[src/hw/slrs_pkg.sv]
package slrs_pkg;
    // command opcodes
    localparam logic [7:0] OP_READ_SECT_PROT = 8'h3C;
    localparam logic [7:0] OP_READ_STATUS = 8'h05;
    localparam logic [7:0] OP_WRITE_STATUS = 8'h01;
    // readout byte patterns
    localparam logic [7:0] SECT_BYTE_SET = 8'hFF;
    localparam logic [7:0] SECT_BYTE_CLR = 8'h00;
    // status word bit positions
    localparam int ST_LOCK_BIT = 7;
    localparam int ST_RSVD_BIT = 6;
    localparam int ST_PERR_BIT = 5;
    localparam int ST_PIN_BIT = 4;
    localparam int ST_SUM_HI = 3;
    localparam int ST_SUM_LO = 2;
    localparam int ST_WEL_BIT = 1;
    localparam int ST_BUSY_BIT = 0;
    // global protect field in a written status byte
    localparam int WR_GLB_HI = 5;
    localparam int WR_GLB_LO = 2;
    localparam logic [3:0] GLB_PROTECT = 4'hF;
    localparam logic [3:0] GLB_UNPROTECT = 4'h0;
    // protection summary codes
    localparam logic [1:0] SUM_NONE = 2'h0;
    localparam logic [1:0] SUM_SOME = 2'h1;
    localparam logic [1:0] SUM_ALL = 2'h3;
    // reset values and reserved bit value
    localparam logic LOCK_RST = 1'b0;
    localparam logic PROT_RST = 1'b1;
    localparam logic RSVD_VAL = 1'b0;
    // bit and address byte counter values
    localparam logic [2:0] BIT_LAST = 3'h7;
    localparam logic [2:0] BIT_FIRST = 3'h0;
    localparam logic [1:0] ADDR_LAST = 2'h2;
    // address field width
    localparam int ADDR_W = 24;
    // command decoder states
    typedef enum logic [2:0] {
        SLRS_CMD = 3'b000,
        SLRS_ADDR = 3'b001,
        SLRS_WDATA = 3'b010,
        SLRS_SREAD = 3'b011,
        SLRS_PREAD = 3'b100,
        SLRS_IGNORE = 3'b101
    } slrs_state_t;
endpackage : slrs_pkg

[src/hw/slrs_top.sv]
`timescale 1ns/1ps
module slrs_top #(
    parameter int NUM_SECT = 16,
    parameter int SECT_LSB = 17
) (
    input wire logic clk_sys,
    input wire logic rst,
    input wire logic cs_n,
    input wire logic sck,
    input wire logic si,
    input wire logic wp_n,
    output logic so_out,
    output logic so_oe,
    input wire logic program_error_flag,
    input wire logic write_enable_latch,
    input wire logic operation_in_progress,
    input wire logic sect_cmd_valid,
    input wire logic sect_cmd_protect,
    input wire logic [$clog2(NUM_SECT)-1:0] sect_cmd_index,
    output logic wel_clear,
    output logic protection_lock_bit,
    output logic [NUM_SECT-1:0] sect_prot,
    output logic [7:0] device_status_word
);
    import slrs_pkg::*;

    localparam int IDX_W = $clog2(NUM_SECT);

    ////////////////////////////////////////////////////////////////////////
    // pin synchronisers
    logic [3:0] meta_ff; // first stage, read only by second stage
    logic [3:0] sync_ff; // cs_n, sck, si, wp_n
    logic cs_n_d_ff; // delayed cs for edge detect
    logic sck_d_ff; // delayed sck for edge detect

    // two flip-flop synchroniser for all pins
    always_ff @(posedge clk_sys or posedge rst) begin
        if (rst) begin
            meta_ff <= 4'hF;
            sync_ff <= 4'hF;
            cs_n_d_ff <= 1'b1;
            sck_d_ff <= 1'b0;
        end else begin
            meta_ff <= {cs_n, sck, si, wp_n};
            sync_ff <= meta_ff;
            cs_n_d_ff <= sync_ff[3];
            sck_d_ff <= sync_ff[2];
        end
    end

    wire cs_n_s = sync_ff[3];
    wire sck_s = sync_ff[2];
    wire si_s = sync_ff[1];
    wire wp_n_s = sync_ff[0];
    wire cs_act = ~cs_n_s;
    wire cs_end = cs_n_s & ~cs_n_d_ff; // release of chip select
    wire sck_rise = cs_act & sck_s & ~sck_d_ff;
    wire sck_fall = cs_act & ~sck_s & sck_d_ff;

    ////////////////////////////////////////////////////////////////////////
    // protection state and status word
    logic lock_ff; // protection lock bit
    logic [NUM_SECT-1:0] prot_ff; // per-sector protection bits
    logic [1:0] summary; // protection summary field

    assign summary = (&prot_ff) ? SUM_ALL : ((|prot_ff) ? SUM_SOME : SUM_NONE);

    wire hw_lock = ~wp_n_s & lock_ff;

    always_comb begin
        device_status_word = 8'h00;
        device_status_word[ST_LOCK_BIT] = lock_ff;
        device_status_word[ST_RSVD_BIT] = RSVD_VAL;
        device_status_word[ST_PERR_BIT] = program_error_flag;
        device_status_word[ST_PIN_BIT] = wp_n_s;
        device_status_word[ST_SUM_HI:ST_SUM_LO] = summary;
        device_status_word[ST_WEL_BIT] = write_enable_latch;
        device_status_word[ST_BUSY_BIT] = operation_in_progress;
    end

    ////////////////////////////////////////////////////////////////////////
    // command decoder
    slrs_state_t state_ff, nxt_state;
    logic [7:0] sh_ff; // incoming byte shifter
    logic [2:0] bit_ff; // bit within byte
    logic [1:0] abyte_ff; // address byte count
    logic [ADDR_W-1:0] addr_ff; // captured address
    logic [7:0] wdata_ff; // written status byte
    logic wdone_ff; // full data byte received
    logic wcmd_ff; // write status opcode complete

    wire [7:0] byte_in = {sh_ff[6:0], si_s};
    wire byte_done = sck_rise & (bit_ff == BIT_LAST);

    // next state on completed bytes
    always_comb begin
        nxt_state = state_ff;
        if (byte_done) begin
            case (state_ff)
                SLRS_CMD: begin
                    if (byte_in == OP_READ_SECT_PROT) nxt_state = SLRS_ADDR;
                    else if (byte_in == OP_READ_STATUS) nxt_state = SLRS_SREAD;
                    else if (byte_in == OP_WRITE_STATUS) nxt_state = SLRS_WDATA;
                    else nxt_state = SLRS_IGNORE;
                end
                SLRS_ADDR: begin
                    if (abyte_ff == ADDR_LAST) nxt_state = SLRS_PREAD;
                end
                SLRS_WDATA: nxt_state = SLRS_IGNORE;
                default: nxt_state = state_ff;
            endcase
        end
    end

    // shifter, counters and state register
    always_ff @(posedge clk_sys or posedge rst) begin
        if (rst) begin
            state_ff <= SLRS_CMD;
            sh_ff <= 8'h00;
            bit_ff <= BIT_FIRST;
            abyte_ff <= 2'h0;
            addr_ff <= '0;
        end else if (cs_n_s) begin
            state_ff <= SLRS_CMD;
            bit_ff <= BIT_FIRST;
            abyte_ff <= 2'h0;
        end else if (sck_rise) begin
            state_ff <= nxt_state;
            sh_ff <= byte_in;
            bit_ff <= bit_ff + 3'h1;
            if (state_ff == SLRS_ADDR) begin
                addr_ff <= {addr_ff[ADDR_W-2:0], si_s};
                if (byte_done) abyte_ff <= abyte_ff + 2'h1;
            end
        end
    end

    // write status capture, flags cleared after release; data byte kept
    always_ff @(posedge clk_sys or posedge rst) begin
        if (rst) begin
            wdata_ff <= 8'h00;
            wdone_ff <= 1'b0;
            wcmd_ff <= 1'b0;
        end else if (cs_n_s) begin
            wdone_ff <= 1'b0;
            wcmd_ff <= 1'b0;
        end else if (byte_done) begin
            if (state_ff == SLRS_CMD && byte_in == OP_WRITE_STATUS) wcmd_ff <= 1'b1;
            // extra data bytes are ignored
            if (state_ff == SLRS_WDATA) begin
                wdata_ff <= byte_in;
                wdone_ff <= 1'b1;
            end
        end
    end

    ////////////////////////////////////////////////////////////////////////
    // status write and sector command effects
    wire new_lock = wdata_ff[ST_LOCK_BIT];
    wire [3:0] glb = wdata_ff[WR_GLB_HI:WR_GLB_LO];
    // clearing lock refused while pin low
    wire lock_ok = ~(lock_ff & ~new_lock & ~wp_n_s);
    // commit on release: full byte, latch set, no hardware lock
    wire wr_apply = cs_end & wcmd_ff & wdone_ff & write_enable_latch & lock_ok & ~hw_lock;
    // global change only from prior unlocked state
    wire glb_ok = wr_apply & ~lock_ff;
    wire glb_prot = glb_ok & (glb == GLB_PROTECT);
    wire glb_unprot = glb_ok & (glb == GLB_UNPROTECT);
    wire sect_ok = sect_cmd_valid & ~lock_ff;

    // lock bit register
    always_ff @(posedge clk_sys or posedge rst) begin
        if (rst) begin
            lock_ff <= LOCK_RST;
        end else if (wr_apply) begin
            lock_ff <= new_lock;
        end
    end

    // sector protection bits
    always_ff @(posedge clk_sys or posedge rst) begin
        if (rst) begin
            prot_ff <= {NUM_SECT{PROT_RST}};
        end else if (glb_prot) begin
            prot_ff <= {NUM_SECT{1'b1}};
        end else if (glb_unprot) begin
            prot_ff <= {NUM_SECT{1'b0}};
        end else if (sect_ok) begin
            prot_ff[sect_cmd_index] <= sect_cmd_protect;
        end
    end

    // latch clear pulse whenever a full write opcode ends
    always_ff @(posedge clk_sys or posedge rst) begin
        if (rst) wel_clear <= 1'b0;
        else wel_clear <= cs_end & wcmd_ff;
    end

    assign protection_lock_bit = lock_ff;
    assign sect_prot = prot_ff;

    ////////////////////////////////////////////////////////////////////////
    // serial output
    logic so_ff; // output data bit
    logic oe_ff; // output enable
    logic [2:0] oidx_ff; // bit index being sent
    logic [7:0] cap_ff; // sampled status byte
    wire [IDX_W-1:0] sel_sect = addr_ff[SECT_LSB +: IDX_W];
    // sector bit gives FFh or 00h
    wire [7:0] sect_byte = prot_ff[sel_sect] ? SECT_BYTE_SET : SECT_BYTE_CLR;
    wire in_read = (state_ff == SLRS_SREAD) | (state_ff == SLRS_PREAD);

    // shift data out on falling clock edges
    always_ff @(posedge clk_sys or posedge rst) begin
        if (rst) begin
            so_ff <= 1'b0;
            oe_ff <= 1'b0;
            oidx_ff <= BIT_LAST;
            cap_ff <= 8'h00;
        end else if (cs_n_s) begin
            oe_ff <= 1'b0;
            oidx_ff <= BIT_LAST;
        end else if (sck_fall & in_read) begin
            oe_ff <= 1'b1;
            oidx_ff <= oidx_ff - 3'h1;
            if (state_ff == SLRS_PREAD) begin
                so_ff <= sect_byte[oidx_ff];
            end else if (oidx_ff == BIT_LAST) begin
                so_ff <= device_status_word[ST_LOCK_BIT];
                cap_ff <= device_status_word;
            end else begin
                so_ff <= cap_ff[oidx_ff];
            end
        end
    end

    assign so_out = so_ff;
    assign so_oe = oe_ff;

    ////////////////////////////////////////////////////////////////////////
    // checks
    chk_sum_all: assert property (@(posedge clk_sys) disable iff (rst)
        (&prot_ff) |-> (device_status_word[ST_SUM_HI:ST_SUM_LO] == SUM_ALL))
        else $error("summary not all for all sectors set");
    chk_sum_mix: assert property (@(posedge clk_sys) disable iff (rst)
        ((|prot_ff) && !(&prot_ff)) |-> (summary == SUM_SOME))
        else $error("summary wrong for mixed sectors");
    chk_hw_freeze: assert property (@(posedge clk_sys) disable iff (rst)
        hw_lock |=> (prot_ff == $past(prot_ff)) && lock_ff)
        else $error("state changed under hardware lock");
    chk_sw_reject: assert property (@(posedge clk_sys) disable iff (rst)
        (lock_ff && sect_cmd_valid) |=> prot_ff == $past(prot_ff))
        else $error("sector command accepted while locked");
    chk_no_glb_clear: assert property (@(posedge clk_sys) disable iff (rst)
        ($past(lock_ff) && !lock_ff) |-> prot_ff == $past(prot_ff))
        else $error("global change while clearing lock");
    chk_pin_mirror: assert property (@(posedge clk_sys) disable iff (rst)
        (!$past(rst) && !$past(rst, 2)) |-> device_status_word[ST_PIN_BIT] == $past(wp_n, 2))
        else $error("pin status bit mismatch");
    chk_so_release: assert property (@(posedge clk_sys) disable iff (rst)
        cs_n_s |=> !so_oe ##1 !so_oe)
        else $error("output driven after release");
    chk_wel_drop: assert property (@(posedge clk_sys) disable iff (rst)
        (cs_end && wcmd_ff) |=> wel_clear ##1 !wel_clear)
        else $error("latch clear pulse missing");
    chk_sect_data: assert property (@(posedge clk_sys) disable iff (rst)
        (sck_fall && state_ff == SLRS_PREAD) |=> so_out == $past(prot_ff[sel_sect]))
        else $error("sector readout bit wrong");
endmodule : slrs_top
[config.mk]
export PLATFORM = sky130hd
export DESIGN_NAME = slrs_top
export DESIGN_NICKNAME = d
export VERILOG_FILES = /design/src/hw/slrs_pkg.sv /design/src/hw/slrs_top.sv
export SDC_FILE = /design/constraint.sdc
export NUM_CORES = 1
export LEC_CHECK = 0
export ABC_AREA = 1
export BUFFER_PORTS_ARGS = -buffer_cell sky130_fd_sc_hd__clkbuf_2
export CORE_ASPECT_RATIO = 0.7
export CORE_MARGIN = 2
export CORE_UTILIZATION = 35
export DETAILED_ROUTE_END_ITERATION = 10
export SLEW_MARGIN = 20
export SYNTH_ARGS = -nofsm -noshare
export SYNTH_HDL_FRONTEND = slang
export SYNTH_SLANG_ARGS = --single-unit
[constraint.sdc]
create_clock -name clk_sys -period 2.6 [get_ports clk_sys]
set_input_delay 0.13 -clock clk_sys [delete_from_list [all_inputs] [get_ports clk_sys]]
set_output_delay 0.13 -clock clk_sys [all_outputs]
set_load 0.02 [all_outputs]
==> impl_metrics.env <==
export IMPL_die_area_um2=12300
export IMPL_core_area_um2=11100
export IMPL_synthFlopType="dfrtp_1"
export IMPL_layout_common_cells="141 x nand2_1, 57 x inv_1, 55 x dfrtp_1"
export IMPL_antenna_found_initial=0
export IMPL_area_growth_pct=15.9
export IMPL_p_leak_nw=2.31
export IMPL_holdWs_ns=0.0216
export IMPL_clockPowerShare_pct=33.3
export IMPL_io_pins=43
export IMPL_cts_sinks=83
export IMPL_seq_area_frac_synth_pct=52.7
export IMPL_slew_headroom_pct=58.7
export IMPL_first_iter_violations=224
export IMPL_crit_required_ns=2.47
export IMPL_synth_area_um2=4010
export IMPL_path_max_fanout=5
export IMPL_syn_avg_cell_area_um2=8.34
export IMPL_syn_nets=501
export IMPL_dp_hpwl_mm=6.06
export IMPL_multi_input_area_um2=1550
export IMPL_die_w_um=132
export IMPL_reg2reg_to="wdata_ff[4]"
export IMPL_antenna_left=0
export IMPL_startpoint="sect_prot[6]"
export IMPL_dr_pass1_iters=4
export IMPL_clock_skew_ns=0.00812
export IMPL_reg2reg_slack_ns=0.68
export IMPL_r2r_cells=7
export IMPL_clk_pin_slew_ns=0.06
export IMPL_fmax_mhz=522
export IMPL_globalRouteOverflowTotal=0
export IMPL_synth_edf_count=0
export IMPL_crit_end="device_status_word[3]"
export IMPL_netSwitchingPower_mw=1.09
export IMPL_clk_path_buf_depth=2
export IMPL_grt_setup_unrepaired="false"
export IMPL_maxCapViolCount=0
export IMPL_ctsResizeCount=0
export IMPL_regArea_um2=2110
export IMPL_power_total_mw=3.58
export IMPL_cts_tree="built"
export IMPL_status="finished, final reports clean"
export IMPL_grt_pass1_vias=3005
export IMPL_slew_viol_final=0
export IMPL_cts_made_buffers=9
export IMPL_cts_root_buf="clkbuf_16"
export IMPL_fill_cells=1112
export IMPL_drive_above_1_share_pct=20.5
export IMPL_port_buffers=41
export IMPL_grt_total_usage_pct=15.3
export IMPL_die_h_um=93.6
export IMPL_tns_ns=0
export IMPL_ys_types=30
export IMPL_vdd_drop_max_mv=0.378
export IMPL_grt_max_degree=71
export IMPL_crit_arrival_ns=1.79
export IMPL_synth_cells=481
export IMPL_rows=32
export IMPL_yosys_warnings=0
export IMPL_final_area_um2=4650
export IMPL_worst_setup_path_end_kind="output pin"
export IMPL_criticalPathCategory="reg2out"
export IMPL_n_antenna_cell=0
export IMPL_fin_crit_ns=1.92
export IMPL_hold_path_class="in2reg"
export IMPL_hold_violations=0
export IMPL_clock_latency_ns=0.34
export IMPL_layout_commonest_cell="nand2_1"
export IMPL_post_route_period_util_pct=73.7
export IMPL_seqPwrFrac_pct=48.0
export IMPL_switching_share_pct=30.4
export IMPL_post_cts_setup_buffers=0
export IMPL_vias_per_cell=4.67
export IMPL_finalSetupViolations=0
export IMPL_htreeDepth=3
export IMPL_routed_via_count=3175
export IMPL_power_internal_mw=2.49
export IMPL_worstMarginPinSlew_ns=0.614
export IMPL_critical_path_max_stage_delay_ns=0.57
export IMPL_place_ws_ns=0.691
export IMPL_worstSetupStartpointType="register"
export IMPL_start_util_pct=36.2
export IMPL_comb_power_share_pct=18.7
export IMPL_route_detailed_drc=0
export IMPL_synth_seq_cells=83
export IMPL_gp_congestion=0.866
export IMPL_fin_nets=542
export IMPL_grt_first_pass_wirelength_mm=14.8
export IMPL_routed_wirelength_mm=8.56
export IMPL_async_flop_share_pct=100
export IMPL_wl_per_cell_um=12.6
export IMPL_power_density_nw_per_um2=770
export IMPL_dpl_cell_area_um2=4320
export IMPL_r2r_start="sync_ff[2]"
export IMPL_cp_cell_sequence="nand4_1 > nor4_1 > clkbuf_2"
export IMPL_timing_final_ws_setup_ns=0.683
export IMPL_critical_path_slowest_cell="dfstp_2"
[worst min-delay path by stage]
stage	startpoint	end	slack, ns	cells past startpoint
floorplan	wp_n	meta_ff[0]	0.13	0
global placement	rst	addr_ff[0]	0.06	2
detailed placement	rst	addr_ff[2]	0.07	2
CTS	operation_in_progress	cap_ff[0]	0.008	3
global route	operation_in_progress	cap_ff[0]	0.02	3
finish	operation_in_progress	cap_ff[0]	0.02	3
[flip-flops by register name, indices dropped and copies added, names as in the netlist]
signal and count:
addr_ff 21, sect_prot 16, cap_ff 7, sh_ff 7
wdata_ff 5, meta_ff 4, sync_ff 4, bit_ff 3
oidx_ff 3, state_ff 3, abyte_ff 2, cs_n_d_ff 1
protection_lock_bit 1, sck_d_ff 1, so_oe 1, so_out 1
wcmd_ff 1, wdone_ff 1, wel_clear 1
[per-layer routing]
metal / GRT usage (%) / up-vias / part of all wire, %
li1: - / 1625 / -
met1: 21.4 / 1459 / 50
met2: 22.4 / 79 / 43
met3: 4.17 / 12 / 5.9
met4: 6.34 / 0 / 1.4
met5: 0 / - / 0
[power groups by stage]
stage	sequential (mW)	clock, mW	combinational (mW)
finish	1.72	1.19	0.669
global route	1.75	1.28	0.795
CTS	1.72	1.22	0.680
detailed placement	1.74	0	0.671
global placement	1.73	0	0.653
floorplan	1.69	0	0.538
[synth_stat cells (all sizes together) (7+ instances only)]
cell type	instances	area share, %
nand3	48	6.4
nor2	26	2.8
a21oi	18	2.2
inv	61	5.8
nor3	8	2.2
dfrtp	55	34
nand2	144	14
dfstp	28	18
nand4	10	1.9
o21ai	46	5.7
nor4	7	1.1
buf	13	2.5
[stage by stage]
stage	utilization, %	cells
6_report	41.9	680
4_1_cts	41.9	680
3_5_place_dp	38.9	659
5_1_grt	41.9	680
2_1_floorplan	-	481
3_3_place_gp	38.9	659
[cells by family (layout without fill, tap and decap cells)]
group           Yosys count  after routing  share of synthesized area, %
other cells               1              1                        0.0935
flops                    83             83                          52.7
fa+ha+maj                 5              5                          1.56
buf+inv                  80            126                          8.80
compound gates           65             65                          8.17
simple gates            247            247                          28.7
[worst max-delay path: cells and delay by family (launching register included)]
family | cells | cell delay [ns]
flip-flops | 1 | 0.57
AND/OR/NAND/NOR | 2 | 0.62
buffers and inverters | 1 | 0.26
[what timing repair did]
action | CTS | global route
hold endpoints to repair | 17 | 0
setup endpoints to repair | 0 | 0
hold buffers | 5 | 0
[layout make-up]
type	instances	share of cell area, %
Sequential cell	83	45.4
Multi-Input combinational cell	318	33.2
Timing Repair Buffer	48	6.08
Clock buffer	12	5.52
Inverter	62	5.09
Tap cell	153	4.12
Clock inverter	4	0.538
(Power assumes the default switching activity.)
